===== config.mk =====
export PLATFORM = sky130hd
export DESIGN_NAME = gpb_bank
export DESIGN_NICKNAME = d
export VERILOG_FILES = /design/src/verilog/gpb_pkg.sv /design/src/verilog/gpb_pin.sv /design/src/verilog/gpb_bank.sv
export SDC_FILE = /design/constraint.sdc
export NUM_CORES = 1
export LEC_CHECK = 0
export BUFFER_PORTS_ARGS = -buffer_cell sky130_fd_sc_hd__clkbuf_2
export CORE_UTILIZATION = 45
export CTS_BUF_LIST = sky130_fd_sc_hd__clkbuf_16
export DETAILED_ROUTE_END_ITERATION = 8
export PLACE_DENSITY_LB_ADDON = 0.08
export SLEW_MARGIN = 20
export SYNTH_ARGS = -nofsm -noshare
export SYNTH_HDL_FRONTEND = slang
export SYNTH_SLANG_ARGS = --single-unit

===== constraint.sdc =====
create_clock -name CLK_I -period 1.2 [get_ports CLK_I]
set_input_delay 0.12 -clock CLK_I [delete_from_list [all_inputs] [get_ports CLK_I]]
set_output_delay 0.12 -clock CLK_I [all_outputs]
set_load 0.01 [all_outputs]

===== src/verilog/gpb_pkg.sv =====
// package of constants for the multi-port gpio bank
//
// Overview of operation
// RQ1: every bit has its own direction control
// RQ2: port 1 is eight bidirectional pins
// RQ3: port 3 is four bidirectional pins
// RQ4: port 12 is three bidirectional pins
// RQ5: port 12 pull-up only on bit 0
// RQ6: port 6 open-drain, never drives high
// RQ7: ports 0, 1, 3 have per-pin pull-ups
// RQ8: each pin can carry an alternate function
// RQ9: port 0 is two pins with latch
// RQ10: reset forces every bit to input
// RQ11: port 12 upper bits are I/O unless oscillator mode
// RQ12: read gives pin for input, latch for output
package gpb_pkg;

    // port widths
    localparam int P0_W  = 2;
    localparam int P1_W  = 8;
    localparam int P3_W  = 4;
    localparam int P6_W  = 2;
    localparam int P12_W = 3;

    // total pin count of the bank, in order p0, p1, p3, p6, p12
    localparam int NPIN = P0_W + P1_W + P3_W + P6_W + P12_W;

    // bit offsets of each port within the flat pin vector
    localparam int P0_LSB  = 0;
    localparam int P1_LSB  = P0_LSB + P0_W;
    localparam int P3_LSB  = P1_LSB + P1_W;
    localparam int P6_LSB  = P3_LSB + P3_W;
    localparam int P12_LSB = P6_LSB + P6_W;

    // reset values
    localparam logic [NPIN-1:0] MODE_RST  = {NPIN{1'b1}}; // 1 = input
    localparam logic [NPIN-1:0] LATCH_RST = {NPIN{1'b0}};
    localparam logic [NPIN-1:0] PU_RST    = {NPIN{1'b0}};
    localparam logic [7:0]      CLKMODE_RST = 8'h00;

    // pins able to drive high; port 6 is open-drain
    localparam logic [NPIN-1:0] DRIVE_HIGH_OK =
        ~({{P12_W{1'b0}}, {P6_W{1'b1}}, {P3_W{1'b0}}, {P1_W{1'b0}}, {P0_W{1'b0}}});

    // pins that have a pull-up: ports 0, 1, 3 and port 12 bit 0
    localparam logic [NPIN-1:0] PULLUP_OK =
        {3'b001, {P6_W{1'b0}}, {P3_W{1'b1}}, {P1_W{1'b1}}, {P0_W{1'b1}}};

    // port 12 bits handed to the oscillator when selected
    localparam int OSC_IN_BIT  = P12_LSB + 1;
    localparam int OSC_OUT_BIT = P12_LSB + 2;

    // write select codes of the bank's register port
    typedef enum logic [1:0] {
        GPB_SEL_LATCH = 2'h0,
        GPB_SEL_MODE  = 2'h1,
        GPB_SEL_PU    = 2'h2,
        GPB_SEL_CLK   = 2'h3
    } gpb_sel_t;

endpackage


===== src/verilog/gpb_pin.sv =====
// one pin slice: direction, drive, pull-up, alternate function and read mux
module gpb_pin
    import gpb_pkg::*;
#(
    parameter bit HIGH_OK = 1'b1,
    parameter bit PU_OK   = 1'b1
)(
    input  wire logic mode_i,
    input  wire logic latch_i,
    input  wire logic pu_i,
    input  wire logic alt_en_i,
    input  wire logic alt_out_i,
    input  wire logic alt_oe_i,
    input  wire logic pin_i,
    output logic      pin_o,
    output logic      pin_oe_n_o,
    output logic      pu_en_o,
    output logic      rd_o
);
    logic drive;
    logic val;

    always_comb
    begin
        // alternate function takes the pin when selected
        drive = alt_en_i ? alt_oe_i : ~mode_i;          // see RQ8 see RQ1
        val   = alt_en_i ? alt_out_i : latch_i;
        if (HIGH_OK)
        begin
            pin_o      = val;
            pin_oe_n_o = ~drive;
        end
        else
        begin
            // open drain: only pull low, release otherwise
            pin_o      = 1'b0;                          // see RQ6
            pin_oe_n_o = ~(drive & ~val);               // see RQ6
        end
        // pull-up acts only while the pin is not driven
        pu_en_o = PU_OK & pu_i & ~drive;                // see RQ7 see RQ5
        rd_o    = mode_i ? pin_i : latch_i;             // see RQ12
    end
endmodule // gpb_pin


===== src/verilog/gpb_bank.sv =====
// top of the multi-port gpio bank
module gpb_bank
    import gpb_pkg::*;
(
    input  wire logic            CLK_I,
    input  wire logic            RESET_I,
    input  wire logic            CE_I,
    input  wire logic            WR_I,
    input  wire logic [1:0]      WR_SEL_I,
    input  wire logic [NPIN-1:0] WR_DATA_I,
    input  wire logic [NPIN-1:0] WR_MASK_I,
    input  wire logic [7:0]      CLK_MODE_I,
    input  wire logic            CLK_MODE_WR_I,
    input  wire logic [NPIN-1:0] ALT_EN_I,
    input  wire logic [NPIN-1:0] ALT_OUT_I,
    input  wire logic [NPIN-1:0] ALT_OE_I,
    input  wire logic [NPIN-1:0] PIN_I,
    output logic      [NPIN-1:0] PIN_O,
    output logic      [NPIN-1:0] PIN_OE_N_O,
    output logic      [NPIN-1:0] PULLUP_EN_O,
    output logic      [NPIN-1:0] RD_DATA_O,
    output logic      [NPIN-1:0] PIN_SYNC_O,
    output logic      [7:0]      CLK_MODE_O,
    output logic                 OSC_SEL_O
);
    ////////////////////////////////////////////////////////////////////////////
    // control registers
    logic [NPIN-1:0] mode_reg,  mode_next;
    logic [NPIN-1:0] latch_reg, latch_next;
    logic [NPIN-1:0] pu_reg,    pu_next;
    logic [7:0]      clk_reg,   clk_next;

    always_comb
    begin
        mode_next  = mode_reg;
        latch_next = latch_reg;
        pu_next    = pu_reg;
        clk_next   = clk_reg;
        if (WR_I)
        begin
            unique case (gpb_sel_t'(WR_SEL_I))
                GPB_SEL_LATCH: latch_next = (latch_reg & ~WR_MASK_I) | (WR_DATA_I & WR_MASK_I);
                GPB_SEL_MODE:  mode_next  = (mode_reg & ~WR_MASK_I) | (WR_DATA_I & WR_MASK_I); // see RQ1
                GPB_SEL_PU:    pu_next    = ((pu_reg & ~WR_MASK_I) | (WR_DATA_I & WR_MASK_I))
                                            & PULLUP_OK;                                      // see RQ5 see RQ7
                GPB_SEL_CLK:   clk_next   = clk_reg;
            endcase
        end
        if (CLK_MODE_WR_I)
            clk_next = CLK_MODE_I;
    end

    always_ff @(posedge CLK_I)
    begin
        if (RESET_I)
        begin
            mode_reg  <= MODE_RST;                     // see RQ10
            latch_reg <= LATCH_RST;                    // see RQ9
            pu_reg    <= PU_RST;
            clk_reg   <= CLKMODE_RST;                  // see RQ11
        end
        else if (CE_I)
        begin
            mode_reg  <= mode_next;
            latch_reg <= latch_next;
            pu_reg    <= pu_next;
            clk_reg   <= clk_next;
        end
    end

    ////////////////////////////////////////////////////////////////////////////
    // per pin logic
    logic [NPIN-1:0] pin_w, oe_n_w, pu_w, rd_w, alt_en_w;
    logic            osc_sel;

    // nonzero clock mode hands port 12 upper bits to the oscillator
    assign osc_sel = (clk_reg != CLKMODE_RST);         // see RQ11

    always_comb
    begin
        alt_en_w = ALT_EN_I;
        if (osc_sel)
        begin
            alt_en_w[OSC_IN_BIT]  = 1'b1;              // see RQ11
            alt_en_w[OSC_OUT_BIT] = 1'b1;
        end
    end

    // see RQ2 see RQ3 see RQ4 see RQ9
    genvar g;
    generate
        for (g = 0; g < NPIN; g++)
        begin : g_pin
            gpb_pin #(
                .HIGH_OK (DRIVE_HIGH_OK[g]),
                .PU_OK   (PULLUP_OK[g])
            ) u_pin (
                .mode_i     (mode_reg[g]),
                .latch_i    (latch_reg[g]),
                .pu_i       (pu_reg[g]),
                .alt_en_i   (alt_en_w[g]),
                .alt_out_i  (ALT_OUT_I[g]),
                .alt_oe_i   (ALT_OE_I[g] & ~(osc_sel && g == OSC_IN_BIT)),
                .pin_i      (PIN_I[g]),
                .pin_o      (pin_w[g]),
                .pin_oe_n_o (oe_n_w[g]),
                .pu_en_o    (pu_w[g]),
                .rd_o       (rd_w[g])
            );
        end
    endgenerate

    ////////////////////////////////////////////////////////////////////////////
    // registered outputs
    always_ff @(posedge CLK_I)
    begin
        if (RESET_I)
        begin
            PIN_O       <= {NPIN{1'b0}};
            PIN_OE_N_O  <= {NPIN{1'b1}};
            PULLUP_EN_O <= {NPIN{1'b0}};
            RD_DATA_O   <= {NPIN{1'b0}};
            PIN_SYNC_O  <= {NPIN{1'b0}};
            CLK_MODE_O  <= CLKMODE_RST;
            OSC_SEL_O   <= 1'b0;
        end
        else if (CE_I)
        begin
            PIN_O       <= pin_w;
            PIN_OE_N_O  <= oe_n_w;
            PULLUP_EN_O <= pu_w;
            RD_DATA_O   <= rd_w;                       // see RQ12
            PIN_SYNC_O  <= PIN_I;                      // see RQ8
            CLK_MODE_O  <= clk_reg;
            OSC_SEL_O   <= osc_sel;
        end
    end
endmodule // gpb_bank


## After elaboration in Yosys (flattened, before gate mapping)

Index checks and enable logic that the tools add are counted.
W data, S select, Z words.

- Output and inout port bits: 104
- Logic and storage cells: 144
- Bits of input ports: 129
- Bits in registers: 159

- Equal/unequal tests: 2
- Bitwise operators: 67
- Reduce and logical (&&, ||, !) cells: 6
- Multiplexer cells: 58

Operator list:

| operator | number |
|---|---|
| $and A19 B19 Y19 | 3 |
| $mux W1 | 57 |
| $not A1 Y1 | 41 |
| $or A19 B19 Y19 | 2 |
| $not A19 Y19 | 1 |
| $and A1 B1 Y1 | 18 |
| $and A17 B17 Y17 | 1 |
| $or A17 B17 Y17 | 1 |
| $reduce_and A3 Y1 | 3 |
| $reduce_bool A8 Y1 | 1 |
| $eq A2 B1 Y1 const B | 1 |
| $eq A2 B2 Y1 const B | 1 |
| $logic_not A2 Y1 | 1 |
| $mux W2 | 1 |
| $reduce_and A2 Y1 | 1 |

## Longest topological paths before layout

Gate-level depths: netlist (run 1).

- Word-level depth: 5
- Gate-level depth with buffers: 6
- Mapped depth without buffers: 3

## By module

From an unflattened synthesis (run 1), not the netlist that was laid out.

- Cell total of the unflattened synthesis: 723
- Area total of the unflattened synthesis: 7113.1 sq um

By module, submodules not included:

| module | times used | cells each | area each (sq um) | seq. area each (sq um) |
|---|---|---|---|---|
| gpb_bank | 1 | 607 | 6127.1 | 3303.2 |
| gpb_pin at g_pin[0].u_pin ... | 15 | 6 | 52.6 | 0.0 |
| gpb_pin at g_pin[17].u_pin ... | 2 | 6 | 50.0 | 0.0 |
| gpb_pin at g_pin[14].u_pin ... | 2 | 7 | 48.8 | 0.0 |

## Least setup slack after synthesis (run 1)

OpenSTA, ideal clock, no wires.

- Path type: input -> register
- From: input CE_I
- To: register with a tool-made name
- Path buffers: 3
- Cell stages on the path: 5
- Setup time: 0.122 ns
- Data required time: 1.078 ns
- Arrival time: 1.067 ns
- Setup slack: 0.011 ns
- Path through: buf_4 and4b_1 buf_6 buf_2 a311o_1

RTL lines:

| element | line | source |
|---|---|---|
| start: declaration | gpb_bank.sv:7 | `input wire logic CE_I,` |

## Worst setup path after layout (run 1)

- From: register clk_reg[4]
- To: register PIN_OE_N_O[17]

- Longest elaborated chain between the ends: 5
- Elaborated cells between the ends (all ways): 6
- Those cells by class: mux: 2; bitwise: 3; reduce/logical: 1

RTL lines:

| element | line | source |
|---|---|---|
| start: declaration | gpb_bank.sv:31 | `logic [7:0] clk_reg, clk_next;` |
| start signal: assignment | gpb_bank.sv:67 | `clk_reg <= clk_next;` |
| $reduce_bool A8 Y1 (*) | gpb_bank.sv:77 | `assign osc_sel = (clk_reg != CLKMODE_RST);` |
| $not A1 Y1 | gpb_bank.sv:103 | `.alt_oe_i (ALT_OE_I[g] & ~(osc_sel && g == OSC_IN_BIT)),` |
| $and A1 B1 Y1 | gpb_bank.sv:103 |  |
| $mux W1 (*) | gpb_pin.sv:26 | `drive = alt_en_i ? alt_oe_i : ~mode_i;` |
| $not A1 Y1 (*) | gpb_pin.sv:31 | `pin_oe_n_o = ~drive;` |
| end signal: assignment | gpb_bank.sv:120 | `PIN_OE_N_O <= {NPIN{1'b1}};` |
| end signal: assignment | gpb_bank.sv:130 | `PIN_OE_N_O <= oe_n_w;` |
| end: declaration | gpb_bank.sv:19 | `output logic [NPIN-1:0] PIN_OE_N_O,` |

Every way passes the cells marked *; elsewhere a longest branch is shown, timed or not.
A chain may end at the register's enable or synchronous reset.

==> results of run 1 <==
metal layers:
layer | track usage | vias up | share of wire
met2 | 0.423 | 217 | 0.49
met5 | 0 | - | 0
met3 | 0.0524 | 25 | 0.061
li1 | - | 3062 | -
met1 | 0.298 | 2958 | 0.43
met4 | 0.0965 | 0 | 0.018
power breakdown:
part	switching (mW)	total, mW	internal [mW]	leakage [nW]
logic	0.789	1.54	0.747	2.51
clock network	2.07	5.51	3.43	0.295
registers	0.133	5.63	5.50	1.30
total	3.00	12.7	9.68	4.11
synthesized netlist by cell type, drive strengths merged:
cell type  count  share of area
dfxtp        159           0.49
nor2          80          0.046
mux2i         61          0.094
a21oi         59          0.046
nand3         43          0.033
nand2         40          0.023
a211oi        36          0.042
o21ai         34          0.026
clkbuf        31          0.018
buf           25          0.023
inv           24          0.014
a311o         20          0.031
a21boi        19          0.022
a211o         16          0.022
nand4b        15          0.020
nor3b         14          0.016
a311oi         5         0.0068
o21bai         4         0.0046
nor3           3         0.0023
and2           2         0.0019
and4b          2         0.0031
nor4           2         0.0039
and4bb         1         0.0019
conb           1        0.00058
nand4          1        0.00097
nand4bb        1         0.0017
o2111a         1         0.0017
o211ai         1         0.0012
or2            1        0.00097
worst paths after layout:
path | end | cells past startpoint
worst min register to register | PULLUP_EN_O[12]$_SDFFE_PP0P_ | 2
worst max register to register | PIN_OE_N_O[17]$_SDFFE_PP1P_ | 4
worst min-delay path | PIN_SYNC_O[3]$_SDFFE_PP0P_ | 3
worst max-delay path | PIN_OE_N_O[17]$_SDFFE_PP1P_ | 4
per-stage QoR:
stage	cell area, µm²	cells
global placement	7910	1079
detailed placement	7910	1079
finish	9080	1165
CTS	9060	1165
global route	9080	1165
floorplan	6500	706
cells by family after synthesis:
group | after synthesis | share of synthesized area
compound gates | 195 | 0.202
buf+inv | 80 | 0.0554
flops | 159 | 0.491
mux | 61 | 0.0942
other cells | 1 | 0.000579
simple gates | 205 | 0.156
placed cells by master (no fill, tap or decap), drive strengths merged, types with 24 or more instances in the layout:
cell,n
dfxtp,159
dlygate4sd3,55
nand3,43
o21ai,34
a21oi,59
nand2,40
mux2i,61
inv,24
buf,25
a211oi,36
nor2,80
clkbuf,241
what timing repair did:
| action | 4_1_cts | 5_1_grt |
|---|---|---|
| endpoints found under the setup margin | 0 | 4 |
| endpoints found under the hold margin | 77 | 0 |
| hold buffers | 55 | 0 |
| resized for setup | 0 | 7 |
worst max-delay path, stage by stage (launching register included):
cell	delay, ns
dfxtp_2	0.34
nor4_4	0.26
buf_4	0.18
o2111a_1	0.19
o21bai_1	0.09
area by class of cell:
type                       count  area, µm²  share of cell area
clock inverter                14        174              0.0191
sequential                   159       3190               0.351
inverter                      24       90.1             0.00992
clock buffer                  17        425              0.0468
timing repair buffer         304       2010               0.221
multi-input combinational    467       2970               0.327
tap                          180        225              0.0248
==> results.cfg, run 1 <==
[clocking]
cts_sinks = 159
clkSlewWorstSetupHoldPaths_ns = 0.06
clk_latency_ns = 0.41
postCtsSetupRepairBufs = 0
root_buffer = clkbuf_16
htree_levels = 4
numCtsBuffers = 17
clockBufferDepth = 2
cts_tree = yes

[grt]
antenna_found_initial = 0
grt_remaining_overflow = 0
track_usage = 0.246
grt_pass1_vias = 6117
grt_max_degree = 50
grt_pass1_wl_um = 29000

[placement]
dpl.hpwl_um = 12500
pre_cts_ws_ns = -0.145
portBuffers = 226
gp_congestion = 0.814

[cells_and_area]
postLayoutCoreUtil = 0.649
num_antenna_cells = 0
nets = 1102
area_growth_pct = 40.2
fill_cells = 1192
drive_gt1_frac = 0.294

[power_and_ir_drop]
ir_worst_vdd_mv = 0.911
total_power_mw = 12.7
power_density_mw_per_mm2 = 1400
p_leak_nw = 4.11

[timing]
drv_slew = 0
skew_ns = 0.00576
hold_viol = 0
fin_crit_ns = 1.17
rsz0062_at_grt = true
setup_viol = 0
fin_ws_ns = 0.0258
whs_ns = 0.0124
tns_ns = 0
max_freq_mhz = 852
period_share = 0.979

[die]
io_pins = 233
rows = 43
dieArea_mm2 = 0.0149
core_area_mm2 = 0.0140
die_y_um = 122
initial_core_util = 0.463
dieWidth_um = 122

[drt]
drt_iter0_markers = 318
num_vias = 6262
wl_um = 18300
routed_via_density = 5.38
post_drt_wl_per_cell_um = 15.7
drtPass1Iterations = 4
remaining_drc_errors = 0
ant_nets = 0

[setup_path]
timing.critical_path.from = clk_reg[4]$_SDFFE_PP0P_
cp_data_arrival_time_ns = 1.47
start_kind = flip-flop
rrSetupSlack_ns = 0.03
cp_max_fo = 6
end_kind = flip-flop
r2r_start = clk_reg[4]$_SDFFE_PP0P_
required_ns = 1.49
worst-setup-path-type = reg -> reg

[hold_path]
hold_class = in -> reg
hp-start = PIN_I[3]

[synth]
synth-seq-cells = 159
syn_area_per_cell_um2 = 9.24
yosys_warnings = 0
syn_inst = 701
synth_cell_types = 35
ys_seq_area_frac = 0.491
synth_area_mm2 = 0.00648

[run]
maxCapViolations = 0

[run_status]
status = complete, no violations
(Power assumes the default switching activity.)
==> run 2, diff against run 1 <==
--- a/config.mk
+++ b/config.mk
@@ -6,7 +6,7 @@
 export NUM_CORES = 1
 export LEC_CHECK = 0
 export BUFFER_PORTS_ARGS = -buffer_cell sky130_fd_sc_hd__clkbuf_2
-export CORE_UTILIZATION = 45
+export CORE_UTILIZATION = 50
 export CTS_BUF_LIST = sky130_fd_sc_hd__clkbuf_16
 export DETAILED_ROUTE_END_ITERATION = 8
 export PLACE_DENSITY_LB_ADDON = 0.08
==> constraint.sdc (replaced) <==
create_clock -name CLK_I -period 1.1 [get_ports CLK_I]
set_input_delay 0.11 -clock CLK_I [delete_from_list [all_inputs] [get_ports CLK_I]]
set_output_delay 0.11 -clock CLK_I [all_outputs]
set_load 0.01 [all_outputs]
==> results.cfg, run 2 (synthesized netlist as in run 1, its figures left out) <==
[setup_path]
start_kind = flip-flop
cp_max_fo = 6
worst-setup-path-type = reg -> reg
r2r_start = clk_reg[4]$_SDFFE_PP0P_
cp_data_arrival_time_ns = 1.53
timing.critical_path.from = clk_reg[4]$_SDFFE_PP0P_
rrSetupSlack_ns = -0.11
required_ns = 1.43
end_kind = flip-flop

[timing]
rsz0062_at_grt = true
whs_ns = 0.0178
skew_ns = 0.00590
fin_crit_ns = 1.21
tns_ns = -0.327
max_freq_mhz = 828
setup_viol = 5
maxSlewHeadroom = 0.618
tightest_slew_ns = 0.572
hold_viol = 0
fin_ws_ns = -0.107
drv_slew = 0
period_share = 1.10

[clocking]
numCtsBuffers = 17
clk_latency_ns = 0.42
cts_sinks = 159
root_buffer = clkbuf_16
htree_levels = 4
clkSlewWorstSetupHoldPaths_ns = 0.06
clockBufferDepth = 2
cts_tree = yes

[cells_and_area]
num_antenna_cells = 0
postLayoutCoreUtil = 0.740
area_growth_pct = 44.2
drive_gt1_frac = 0.305
final_common_cell = clkbuf_2
stdcell_area_mm2 = 0.00934
nets = 1140
fill_cells = 960
layout_common_cells = clkbuf_2, dfxtp_1, nor2_1, dlygate4sd3_1, mux2i_1

[die]
dieArea_mm2 = 0.0134
io_pins = 233
initial_core_util = 0.513
die_y_um = 116
core_area_mm2 = 0.0126
rows = 41
dieWidth_um = 116

[placement]
dpl.hpwl_um = 13200
place_area_mm2 = 0.00806
gp_congestion = 0.882
portBuffers = 226

[run_status]
status = finished with violations
violations = negative setup slack

[grt]
grt_remaining_overflow = 0
grt_pass1_vias = 6342
grt_max_degree = 39
antenna_found_initial = 0
grt_pass1_wl_um = 30100
track_usage = 0.289

[hold_path]
hp-start = ALT_OE_I[8]
hold_class = in -> reg

[run]
maxCapViolations = 0

[drt]
drt_iter0_markers = 335
num_vias = 6529
drtPass1Iterations = 5
wl_um = 19400
post_drt_wl_per_cell_um = 16.2
ant_nets = 0
remaining_drc_errors = 0
routed_via_density = 5.46

[power_and_ir_drop]
power_density_mw_per_mm2 = 1470
total_power_mw = 13.7
p_leak_nw = 4.26
ir_worst_vdd_mv = 0.979
[run 2: cell count changes in the layout (fill, tap and decap cells not counted), moves of 2 or more]
cell / change
buf_4: +27
clkinv_1: +2
buf_12: -3
dlygate4sd3_1: +14
clkinv_2: -2
[run 2: repair_timing]
item                                   CTS  global route
hold buffers                            69             0
resized for setup                        3             3
pin swaps                                2             2
endpoints found under the hold margin   84             0
buffers inserted                         0             1
setup endpoints to repair                5             6
[run 2: path summary, 6_finish.rpt]
kind / end / depth (start not counted)
setup / recovery: PIN_O[17]$_SDFFE_PP0P_ / 4
hold / removal: PULLUP_EN_O[8]$_SDFFE_PP0P_ / 4
setup reg to reg: PIN_O[17]$_SDFFE_PP0P_ / 4
hold reg to reg: PULLUP_EN_O[0]$_SDFFE_PP0P_ / 2
[run 2: layout make-up]
| cell class | instances | area, µm² | area share |
|---|---|---|---|
| Sequential cell | 159 | 3190 | 0.341 |
| Multi-Input combinational cell | 467 | 2980 | 0.319 |
| Timing Repair Buffer | 342 | 2290 | 0.245 |
| Clock buffer | 17 | 425 | 0.0455 |
| Tap cell | 172 | 215 | 0.0230 |
| Clock inverter | 15 | 153 | 0.0163 |
| Inverter | 24 | 90.1 | 0.00964 |
[run 2: worst max-delay path, cell delays in order (launching register included)]
cell and delay [ns]:
dfxtp_2 0.33, nor4_4 0.29, buf_4 0.19, a311oi_1 0.10, a311oi_1 0.21
[run 2: per-layer routing]
layer / part of all wire / vias to the layer above / GRT usage
met2: 0.51 / 240 / 0.523
met1: 0.41 / 3103 / 0.325
met4: 0.024 / 0 / 0.121
met3: 0.058 / 38 / 0.0669
met5: 0 / - / 0
li1: - / 3148 / -
[run 2: where the power goes]
group | switching [mW] | internal, mW
clock | 2.27 | 3.51
sequential | 0.150 | 6.00
combinational | 0.901 | 0.892
total | 3.32 | 10.4
[run 2: stage by stage]
step | setup WS (ns) | instances
3_5_place_dp | -0.207 | 1094
5_1_grt | -0.185 | 1196
4_1_cts | -0.0785 | 1195
2_1_floorplan | 0.00510 | 706
6_report | -0.107 | 1196
3_3_place_gp | -0.170 | 1094
